`src/sar_ctrl_pkg.sv`:
```
// constants shared by the conversion control block
package sar_ctrl_pkg;
  // ==========================================================
  // resolution and codes
  localparam int RESOLUTION = 16;
  localparam logic [15:0] MIDSCALE_CODE = 16'h8000;
  localparam logic [15:0] RESET_CODE = 16'h0000;
  localparam logic [15:0] SIGN_FLIP = 16'h8000;
  // ==========================================================
  // timing
  localparam int CLK_HZ = 50000000;
  localparam int THROUGHPUT_SPS = 250000;
  // one full cycle at the top rate, in clock cycles (longest, round down)
  localparam int CYCLE_CLKS = CLK_HZ / THROUGHPUT_SPS;
  // acquisition cycles left after conversion steps and wrap-up
  localparam int ACQ_CLKS = CYCLE_CLKS - RESOLUTION - 4;
  localparam logic [7:0] ACQ_COUNT = 8'(ACQ_CLKS);
  // ==========================================================
  // states, one-hot
  typedef enum logic [3:0] {
    ST_ACQ = 4'b0001,
    ST_WAIT = 4'b0010,
    ST_CONV = 4'b0100,
    ST_DONE = 4'b1000
  } state_t;
endpackage

```
`src/sar_conversion_control.sv`:
```
// control logic of a 16-bit successive-approximation converter
`timescale 1ns/1ps
`default_nettype none
// ==========================================================
// Contract
// convert only after acquisition and start low
// sixteen binary-weighted steps, most significant first
// form code, then drop busy
// straight binary or twos complement by select
// overrange saturates to top code
// underrange saturates to bottom code
// result belongs to same conversion, no latency
// cycle supports 250 kSPS; host keeps pace
// start high at acq end waits falling edge
// reset aborts any conversion
// power-down inhibits only after current conversion
// data bus driven only with select and read low
// busy high from start until code valid
module sar_conversion_control #(
  parameter int WIDTH = 16
) (
  input wire logic CLK,
  input wire logic RESET,
  input wire logic CONVERT_START_N,
  input wire logic CODING_SELECT,
  input wire logic POWER_DOWN_IN,
  input wire logic CHIP_SELECT_N,
  input wire logic READ_N,
  input wire logic COMPARATOR,
  input wire logic RESULT_READY,
  output logic SAMPLE_HOLD,
  output logic [WIDTH-1:0] DAC_CODE,
  output logic BUSY,
  output logic RESULT_VALID,
  output logic [WIDTH-1:0] DATA_OUT,
  output logic DATA_OE
);
  // ==========================================================
  // elaboration check
  if (WIDTH != sar_ctrl_pkg::RESOLUTION) begin : g_bad_width
    $error("width must equal converter resolution");
  end

  // ==========================================================
  // pin synchronisers, two flops each
  logic [4:0] sync1; // first stage, read only by sync2
  logic [4:0] sync2; // safe copies
  logic start_prev; // previous synced start level
  always_ff @(posedge CLK) begin
    sync1 <= {CONVERT_START_N, CODING_SELECT, POWER_DOWN_IN,
              CHIP_SELECT_N, READ_N};
    sync2 <= sync1;
  end
  wire start_n = sync2[4];
  wire coding = sync2[3];
  wire pd = sync2[2];
  wire cs_n = sync2[1];
  wire rd_n = sync2[0];

  // ==========================================================
  // conversion state
  sar_ctrl_pkg::state_t state, next_state;
  logic [7:0] acq_cnt, next_acq_cnt; // acquisition timer
  logic [4:0] bit_idx, next_bit_idx; // bit under test
  logic [WIDTH-1:0] trial, next_trial; // approximation register
  logic [WIDTH-1:0] code, next_code; // coded result
  logic busy, next_busy;
  logic hold, next_hold;
  logic push; // hand result to buffer

  // converts raw binary to the selected coding
  function automatic logic [WIDTH-1:0] encode(
    input logic [WIDTH-1:0] raw, input logic straight);
    // saturation falls out of the search: all ones or all zeros
    encode = straight ? raw : (raw ^ sar_ctrl_pkg::SIGN_FLIP);
  endfunction

  // next-state logic
  always_comb begin
    next_state = state;
    next_acq_cnt = acq_cnt;
    next_bit_idx = bit_idx;
    next_trial = trial;
    next_code = code;
    next_busy = busy;
    next_hold = hold;
    push = 1'b0;
    case (state)
      sar_ctrl_pkg::ST_ACQ: begin
        // track input until the acquisition time passes
        if (acq_cnt != 8'h00) begin
          next_acq_cnt = acq_cnt - 8'h01;
        end else if (!pd && !start_n) begin
          // start already low: hold at once
          next_state = sar_ctrl_pkg::ST_CONV;
        end else begin
          next_state = sar_ctrl_pkg::ST_WAIT;
        end
      end
      sar_ctrl_pkg::ST_WAIT: begin
        // wait for a falling edge; power-down inhibits here
        if (!pd && !start_n && start_prev) begin
          next_state = sar_ctrl_pkg::ST_CONV;
        end
      end
      sar_ctrl_pkg::ST_CONV: begin
        // keep the comparator result of the bit under test
        if (!COMPARATOR) begin
          next_trial[bit_idx[3:0]] = 1'b0;
        end
        if (bit_idx == 5'h00) begin
          next_state = sar_ctrl_pkg::ST_DONE;
        end else begin
          next_bit_idx = bit_idx - 5'h01;
          next_trial[bit_idx[3:0] - 4'h1] = 1'b1;
        end
      end
      sar_ctrl_pkg::ST_DONE: begin
        // code formed from this conversion's own search
        next_code = encode(trial, coding);
        next_busy = 1'b0;
        push = 1'b1;
        next_hold = 1'b0;
        next_state = sar_ctrl_pkg::ST_ACQ;
        next_acq_cnt = sar_ctrl_pkg::ACQ_COUNT;
      end
      default: begin
        next_state = sar_ctrl_pkg::ST_ACQ;
      end
    endcase
    // entering conversion: seed msb, raise busy and hold
    if (next_state == sar_ctrl_pkg::ST_CONV &&
        state != sar_ctrl_pkg::ST_CONV) begin
      next_busy = 1'b1;
      next_hold = 1'b1;
      next_bit_idx = 5'(WIDTH - 1);
      next_trial = sar_ctrl_pkg::MIDSCALE_CODE;
    end
  end

  // state registers; reset aborts everything
  always_ff @(posedge CLK) begin
    if (RESET) begin
      state <= sar_ctrl_pkg::ST_ACQ;
      acq_cnt <= sar_ctrl_pkg::ACQ_COUNT;
      bit_idx <= 5'h00;
      trial <= sar_ctrl_pkg::RESET_CODE;
      code <= sar_ctrl_pkg::RESET_CODE;
      busy <= 1'b0;
      hold <= 1'b0;
      start_prev <= 1'b1;
    end else begin
      state <= next_state;
      acq_cnt <= next_acq_cnt;
      bit_idx <= next_bit_idx;
      trial <= next_trial;
      code <= next_code;
      busy <= next_busy;
      hold <= next_hold;
      start_prev <= start_n;
    end
  end

  // ==========================================================
  // two-entry result buffer, drained when result is read
  logic [WIDTH-1:0] buf_data [2];
  logic [1:0] buf_cnt, next_buf_cnt;
  logic buf_rd, next_buf_rd; // head slot
  logic buf_wr, next_buf_wr; // tail slot
  logic pop; // reader takes head
  wire buf_ready = (buf_cnt != 2'h2);
  assign pop = (buf_cnt != 2'h0) && RESULT_READY;

  // buffer pointer logic; oldest word dropped if full
  always_comb begin
    next_buf_cnt = buf_cnt;
    next_buf_rd = buf_rd;
    next_buf_wr = buf_wr;
    if (pop) begin
      next_buf_rd = ~buf_rd;
    end
    if (push) begin
      next_buf_wr = ~buf_wr;
      if (!buf_ready && !pop) begin
        next_buf_rd = ~buf_rd;
      end
    end
    if (push && !pop && buf_ready) begin
      next_buf_cnt = buf_cnt + 2'h1;
    end else if (pop && !push) begin
      next_buf_cnt = buf_cnt - 2'h1;
    end
  end

  // buffer storage and pointers
  always_ff @(posedge CLK) begin
    if (RESET) begin
      buf_cnt <= 2'h0;
      buf_rd <= 1'b0;
      buf_wr <= 1'b0;
    end else begin
      buf_cnt <= next_buf_cnt;
      buf_rd <= next_buf_rd;
      buf_wr <= next_buf_wr;
    end
    if (push) begin
      buf_data[buf_wr] <= next_code;
    end
  end

  // ==========================================================
  // output registers
  always_ff @(posedge CLK) begin
    if (RESET) begin
      BUSY <= 1'b0;
      SAMPLE_HOLD <= 1'b0;
      DAC_CODE <= sar_ctrl_pkg::RESET_CODE;
      RESULT_VALID <= 1'b0;
      DATA_OUT <= sar_ctrl_pkg::RESET_CODE;
      DATA_OE <= 1'b0;
    end else begin
      BUSY <= next_busy;
      SAMPLE_HOLD <= next_hold;
      DAC_CODE <= next_trial;
      RESULT_VALID <= (next_buf_cnt != 2'h0);
      // a word written on this edge is not in storage yet: bypass it
      if (push && next_buf_rd == buf_wr) begin
        DATA_OUT <= next_code;
      end else if (next_buf_cnt != 2'h0) begin
        DATA_OUT <= buf_data[next_buf_rd];
      end else begin
        DATA_OUT <= code;
      end
      DATA_OE <= !cs_n && !rd_n;
    end
  end
endmodule
`default_nettype wire

```
`config.mk`:
```
export PLATFORM = sky130hd
export DESIGN_NAME = sar_conversion_control
export DESIGN_NICKNAME = d
export VERILOG_FILES = /design/src/sar_ctrl_pkg.sv /design/src/sar_conversion_control.sv
export SDC_FILE = /design/constraint.sdc
export NUM_CORES = 1
export LEC_CHECK = 0
export ABC_CLOCK_PERIOD_IN_PS = 3550
export BUFFER_PORTS_ARGS = -buffer_cell sky130_fd_sc_hd__buf_2
export CORE_MARGIN = 2
export CORE_UTILIZATION = 45
export CTS_CLUSTER_SIZE = 30
export DETAILED_ROUTE_END_ITERATION = 7
export PLACE_DENSITY = 0.63
export SKIP_LAST_GASP = 1
export SLEW_MARGIN = 20
export SYNTH_ARGS = -nofsm -noshare
export SYNTH_HDL_FRONTEND = slang
export SYNTH_SLANG_ARGS = --single-unit
```
`constraint.sdc`:
```
create_clock -name CLK -period 3.55 [get_ports CLK]
set_input_delay 0.1775 -clock CLK [delete_from_list [all_inputs] [get_ports CLK]]
set_output_delay 0.1775 -clock CLK [all_outputs]
set_load 0.05 [all_outputs]
```
Word-level counts from Yosys, hierarchy flattened
Memories as Yosys holds them, arrays and structs flattened.
Cells that the tools add are included.
{"block": "op_classes", "add_sub_neg": 5, "n_lt_le_gt_ge": 4, "n_eq_ne": 10, "muxes": 33, "bitwise_logic": 7, "reduce_logical": 30}
{"cell": "16-bit two-way mux", "count": 9}
{"cell": "4-bit two-way mux", "count": 6}
{"cell": "16-bit AND", "count": 1}
{"cell": "16-bit inverter", "count": 1}
{"cell": "16-bit bitwise OR", "count": 1}
{"cell": "8-bit case mux with 2 select lines", "count": 1}
{"cell": "1-bit logical AND", "count": 12}
{"cell": "4-bit case mux with 3 select lines", "count": 1}
{"cell": "4-bit by 5-bit less-than comparator with 1-bit output (second input constant)", "count": 2}
{"cell": "1-bit two-way mux", "count": 10}
{"cell": "2-bit nonzero test", "count": 5}
{"cell": "1-bit demux with 4-bit select", "count": 2}
{"cell": "4-bit by 3-bit == test with 1-bit output (second input constant)", "count": 2}
{"cell": "4-bit by 1-bit >= comparator with 1-bit output (second input constant)", "count": 2}
{"cell": "8-bit two-way mux", "count": 1}
{"cell": "8-bit nonzero test", "count": 1}
{"cell": "8-bit by 1-bit subtractor with 8-bit output (second input constant)", "count": 1}
{"cell": "1-bit zero test", "count": 7}
{"cell": "2-bit AND reduction", "count": 3}
{"cell": "5-bit zero test", "count": 1}
{"cell": "5-bit by 1-bit subtractor with 5-bit output (second input constant)", "count": 1}
{"cell": "4-bit by 1-bit == test with 1-bit output (second input constant)", "count": 1}
{"cell": "4-bit by 2-bit == test with 1-bit output (second input constant)", "count": 1}
{"cell": "4-bit == test (second input constant)", "count": 1}
{"cell": "other kinds (11)", "count": 16}
{"block": "totals", "register_bits": 83, "mem_bits_rw": 32, "inputBits": 9, "mem_count": 1}
{"memory": "buf_data", "depth": 2, "width": 16, "rd": 1, "rd_clocked_by_memory_dff": 0, "write_ports": 1, "line": "sar_conversion_control.sv:166", "source": "logic [WIDTH-1:0] buf_data [2];"}

Depth between registers and ports, before layout
{"block": "depth", "depth_word": 12, "depth_mapped": 10, "depth_no_buf": 7}

Least setup slack after synthesis
Ideal clock, no wire load.
{"block": "synth_path", "path_type": "register to register", "from": "register state[2]", "to": "memory buf_data[0][0], enable pin", "setup_ns": 0.388, "arrival_time_ns": 2.098, "setup_slack_ns": 1.063, "stages_incl_launch_ff": 6, "path_buffers": 3, "period_less_slack_ns": 2.487, "path_cell_list": "dfxtp_1 > or4b_4 > buf_6 > buf_6 > clkbuf_1 > nor2_1"}
{"block": "synth_between", "elab_chain_len": 4}
{"element": "start, declared", "line": "sar_conversion_control.sv:62", "source": "sar_ctrl_pkg::state_t state, next_state;"}
{"element": "start signal, assigned", "line": "sar_conversion_control.sv:144", "source": "state <= sar_ctrl_pkg::ST_ACQ;"}
{"element": "start signal, assigned", "line": "sar_conversion_control.sv:153", "source": "state <= next_state;"}
{"element": "4-bit == test", "line": "sar_conversion_control.sv:88", "source": "case (state)"}
{"element": "1-bit two-way mux", "line": "sar_conversion_control.sv:88"}
{"element": "1-bit two-way mux", "line": "sar_conversion_control.sv:206", "source": "if (push) begin"}
{"element": "1-bit two-way mux (not written as such)", "line": "sar_conversion_control.sv:207", "source": "buf_data[buf_wr] <= next_code;"}
{"element": "end, declared", "line": "sar_conversion_control.sv:166"}
No other way between the ends.

Worst setup path in the final report
{"block": "layout_path", "from": "register state[2]", "to": "register DATA_OUT[5]"}
{"block": "layout_between", "elab_chain_len": 9}
{"element": "4-bit == test *", "line": "sar_conversion_control.sv:88"}
{"element": "1-bit two-way mux", "line": "sar_conversion_control.sv:88"}
{"element": "1-bit zero test", "line": "sar_conversion_control.sv:190", "source": "end else if (pop && !push) begin"}
{"element": "1-bit logical AND", "line": "sar_conversion_control.sv:190"}
{"element": "2-bit two-way mux", "line": "sar_conversion_control.sv:190"}
{"element": "2-bit two-way mux", "line": "sar_conversion_control.sv:188", "source": "if (push && !pop && buf_ready) begin"}
{"element": "2-bit nonzero test", "line": "sar_conversion_control.sv:229", "source": "end else if (next_buf_cnt != 2'h0) begin"}
{"element": "16-bit two-way mux", "line": "sar_conversion_control.sv:229"}
{"element": "16-bit two-way mux *", "line": "sar_conversion_control.sv:227", "source": "if (push && next_buf_rd == buf_wr) begin"}
{"element": "end signal, assigned", "line": "sar_conversion_control.sv:228", "source": "DATA_OUT <= next_code;"}
{"element": "end signal, assigned", "line": "sar_conversion_control.sv:230", "source": "DATA_OUT <= buf_data[next_buf_rd];"}
{"element": "end signal, assigned", "line": "sar_conversion_control.sv:232", "source": "DATA_OUT <= code;"}
{"element": "end, declared", "line": "sar_conversion_control.sv:35", "source": "output logic [WIDTH-1:0] DATA_OUT,"}
Every way passes the cells marked *; elsewhere a longest branch is shown, timed or not.
A chain may end at the register's enable or synchronous reset.

==> results.json <==
{
  "tns_ns": 0,
  "cap_violations": 0,
  "post_cts_buffers": 0,
  "routed_wl_um": 13100,
  "power.switching_mw": 1.57,
  "synthDistinctLibCells": 57,
  "synth_top_area_cell": "dfxtp_1",
  "antenna_left": 0,
  "die_w_um": 112,
  "p_seq_share_pct": 34.5,
  "grt_pass1_vias": 4203,
  "rows": 39,
  "gp_congestion": 0.829,
  "power_mw": 4.48,
  "grt_pass1_wl_um": 21300,
  "synth_edf_count": 32,
  "io_buffer_count": 44,
  "grt.total_usage_pct": 21.4,
  "grt_max_degree": 45,
  "critPathCaptureType": "flip-flop",
  "post-route-drc-count": 0,
  "fin_hold_ws_ns": 0.318,
  "fp.coreArea_um2": 11400,
  "root_buffer": "clkbuf_16",
  "syn-instance-count": 544,
  "clock_sinks": 115,
  "hold_violations": 0,
  "clk_pin_slew_ns": 0.06,
  "status": "complete, no violations",
  "critPathKind": "flip-flop to flip-flop",
  "final-seq-area_um2": 2620,
  "ys_seq_area_share_pct": 50.1,
  "multi_input_area_um2": 2350,
  "antenna_found_initial": 0,
  "overflow": 0,
  "die_y_um": 112,
  "nFillCells": 1002,
  "slew_headroom_pct": 41.0,
  "cts_tree": "built",
  "final_cell_mix": "dfxtp_1 (83), nand2_1 (74), a21oi_1 (59)",
  "finalSetupViolations": 0,
  "synth_area_leaders": "dfxtp_1 (32%), edfxtp_1 (18%), a21oi_1 (5.6%)",
  "avgSynthCellArea_um2": 9.63,
  "p_sw_share_pct": 35.2,
  "via_count": 4318,
  "yosysWarnings": 0,
  "hold_path.class": "input port to flip-flop",
  "max_slew.worst_pin.slew_ns": 0.886,
  "die_area_um2": 12500,
  "ios": 45,
  "drt-initial-drc-count": 196,
  "antenna_cells": 0,
  "crit_fanout": 39,
  "first_pass_iters": 5,
  "dpl_cell_area_um2": 5540,
  "synthesis.nets": 562,
  "p_int_mw": 2.90,
  "finalClockSkew_ns": 0.0172,
  "p_leak_nw": 2.29,
  "cp.required_ns": 3.87,
  "clockBufferDepth": 2,
  "cts_made_buffers": 17,
  "start_util_pct": 46.1,
  "ys.flop_type": "dfxtp_1",
  "period_minus_slack_ns": 2.95,
  "final_area_um2": 6180,
  "clkPwrFrac_pct": 36.3,
  "fmax_ghz": 0.338,
  "mostFrequentLayoutCell": "dfxtp_1",
  "irDropWorstVdd_mv": 0.314,
  "clk-insertion-delay-late_ns": 0.42,
  "syn_area_um2": 5240,
  "pwr_density_cell_nw_per_um2": 725,
  "crit_arrival_ns": 3.28,
  "power_frac_comb_pct": 29.2,
  "viasPerCell": 5.83,
  "post-route-period-util_pct": 83.2,
  "yosysTopAreaCellShare_pct": 31.7,
  "area_growth_pct": 18.0,
  "slew_violations": 0,
  "dp_hpwl_um": 8470,
  "ctsHtreeMaxLevel": 4,
  "routedWlPerCell_um": 17.7,
  "worst_setup_path_start_kind": "flip-flop",
  "drive_above_1_share_pct": 18.4,
  "rsz0062_at_grt": "no",
  "async_reset_ff_share_pct": 0,
  "layout.nets": 603,
  "ys_seq_elements": 115
}
registers in the layout, summed over array words and instances, names as in the netlist, 2 cells and up:
| name | cells |
|---|---|
| state | 4 |
| acq_cnt | 8 |
| buf_data | 32 |
| sync1 | 5 |
| sync2 | 5 |
| DATA_OUT | 16 |
| bit_idx | 5 |
| code | 16 |
| DAC_CODE | 16 |
| buf_cnt | 2 |
power groups by stage:
stage	Combinational, mW	Sequential (mW)	Clock, mW
5_1_grt	1.39	1.56	1.71
6_report	1.31	1.54	1.63
2_1_floorplan	0.675	1.89	0
4_1_cts	1.29	1.54	1.64
3_3_place_gp	1.24	1.57	0
3_5_place_dp	1.29	1.57	0
final cells by class:
class,instances,share of cell area [%]
multi-input cells,366,38.0
flip-flops and latches,115,42.4
inverters,25,1.52
well taps,143,2.90
repair buffers,60,5.83
clock buffers,21,7.96
clock inverters,11,1.32
worst max-delay path: stages, from the launching register on:
cell     delay, ns
dfxtp_1       0.38
or4b_4        0.82
nor3_1        0.55
or4_1         0.68
a21oi_1       0.15
o31ai_1       0.26
path summary, 6_finish.rpt:
path / from / to / slack [ns] / cells after the start
worst min register to register: sync1[1]$_DFF_P_ / sync2[1]$_DFF_P_ / 0.32 / 0
worst max register to register: state[2]$_SDFF_PP0_ / DATA_OUT[5]$_SDFF_PP0_ / 0.60 / 5
worst max-delay path: state[2]$_SDFF_PP0_ / DATA_OUT[5]$_SDFF_PP0_ / 0.60 / 5
worst min-delay path: COMPARATOR / DAC_CODE[12]$_SDFFE_PP0N_ / 0.32 / 4
synthesized netlist by cell type (9+ instances only):
master,number
xnor2_1,9
nand3_1,35
nor2_1,18
inv_1,24
o21ai_0,22
dfxtp_1,83
nor3_1,10
nand2b_1,9
a21oi_1,59
ha_1,9
edfxtp_1,32
o2111ai_1,16
a2111oi_2,9
o31ai_1,18
nand2_1,74
o311ai_0,16
clkbuf_1,23
cell families (layout without fill, tap and decap cells):
kind of cell             count (synthesis)  count (layout)  share of synthesized area [%]
AO/OA/AOI/OAI                          161             161                           21.7
flip-flops                             115             115                           50.1
buffers and inverters                   63             117                           5.56
multiplexers                             1               1                          0.191
XOR/XNOR                                16              16                           2.82
AND/OR/NAND/NOR                        179             179                           17.5
adder cells (fa/ha/maj)                  9               9                           2.15
through the flow:
stage / utilization, % / cells / setup WS [ns]
3_3_place_gp: 48.6 / 703 / 0.711
2_1_floorplan: - / 544 / 1.06
6_report: 54.4 / 741 / 0.595
3_5_place_dp: 48.7 / 704 / 0.651
5_1_grt: 54.4 / 741 / 0.467
4_1_cts: 54.2 / 741 / 0.654
timing repair:
item                       in CTS  in global routing
gates resized for setup         0                  0
hold endpoints to repair        5                  0
setup endpoints to repair       0                  0
hold buffers                    5                  0
layer usage:
metal	share of wire, %	wire [µm]	GRT usage [%]	up-vias
li1	-	-	-	2099
met3	5.2	686	5.12	22
met5	0	0	0	-
met2	50	6520	35.8	121
met4	2.0	260	9.55	0
met1	43	5680	26.4	2076
Note: power is estimated with default switching activity, not from simulation.
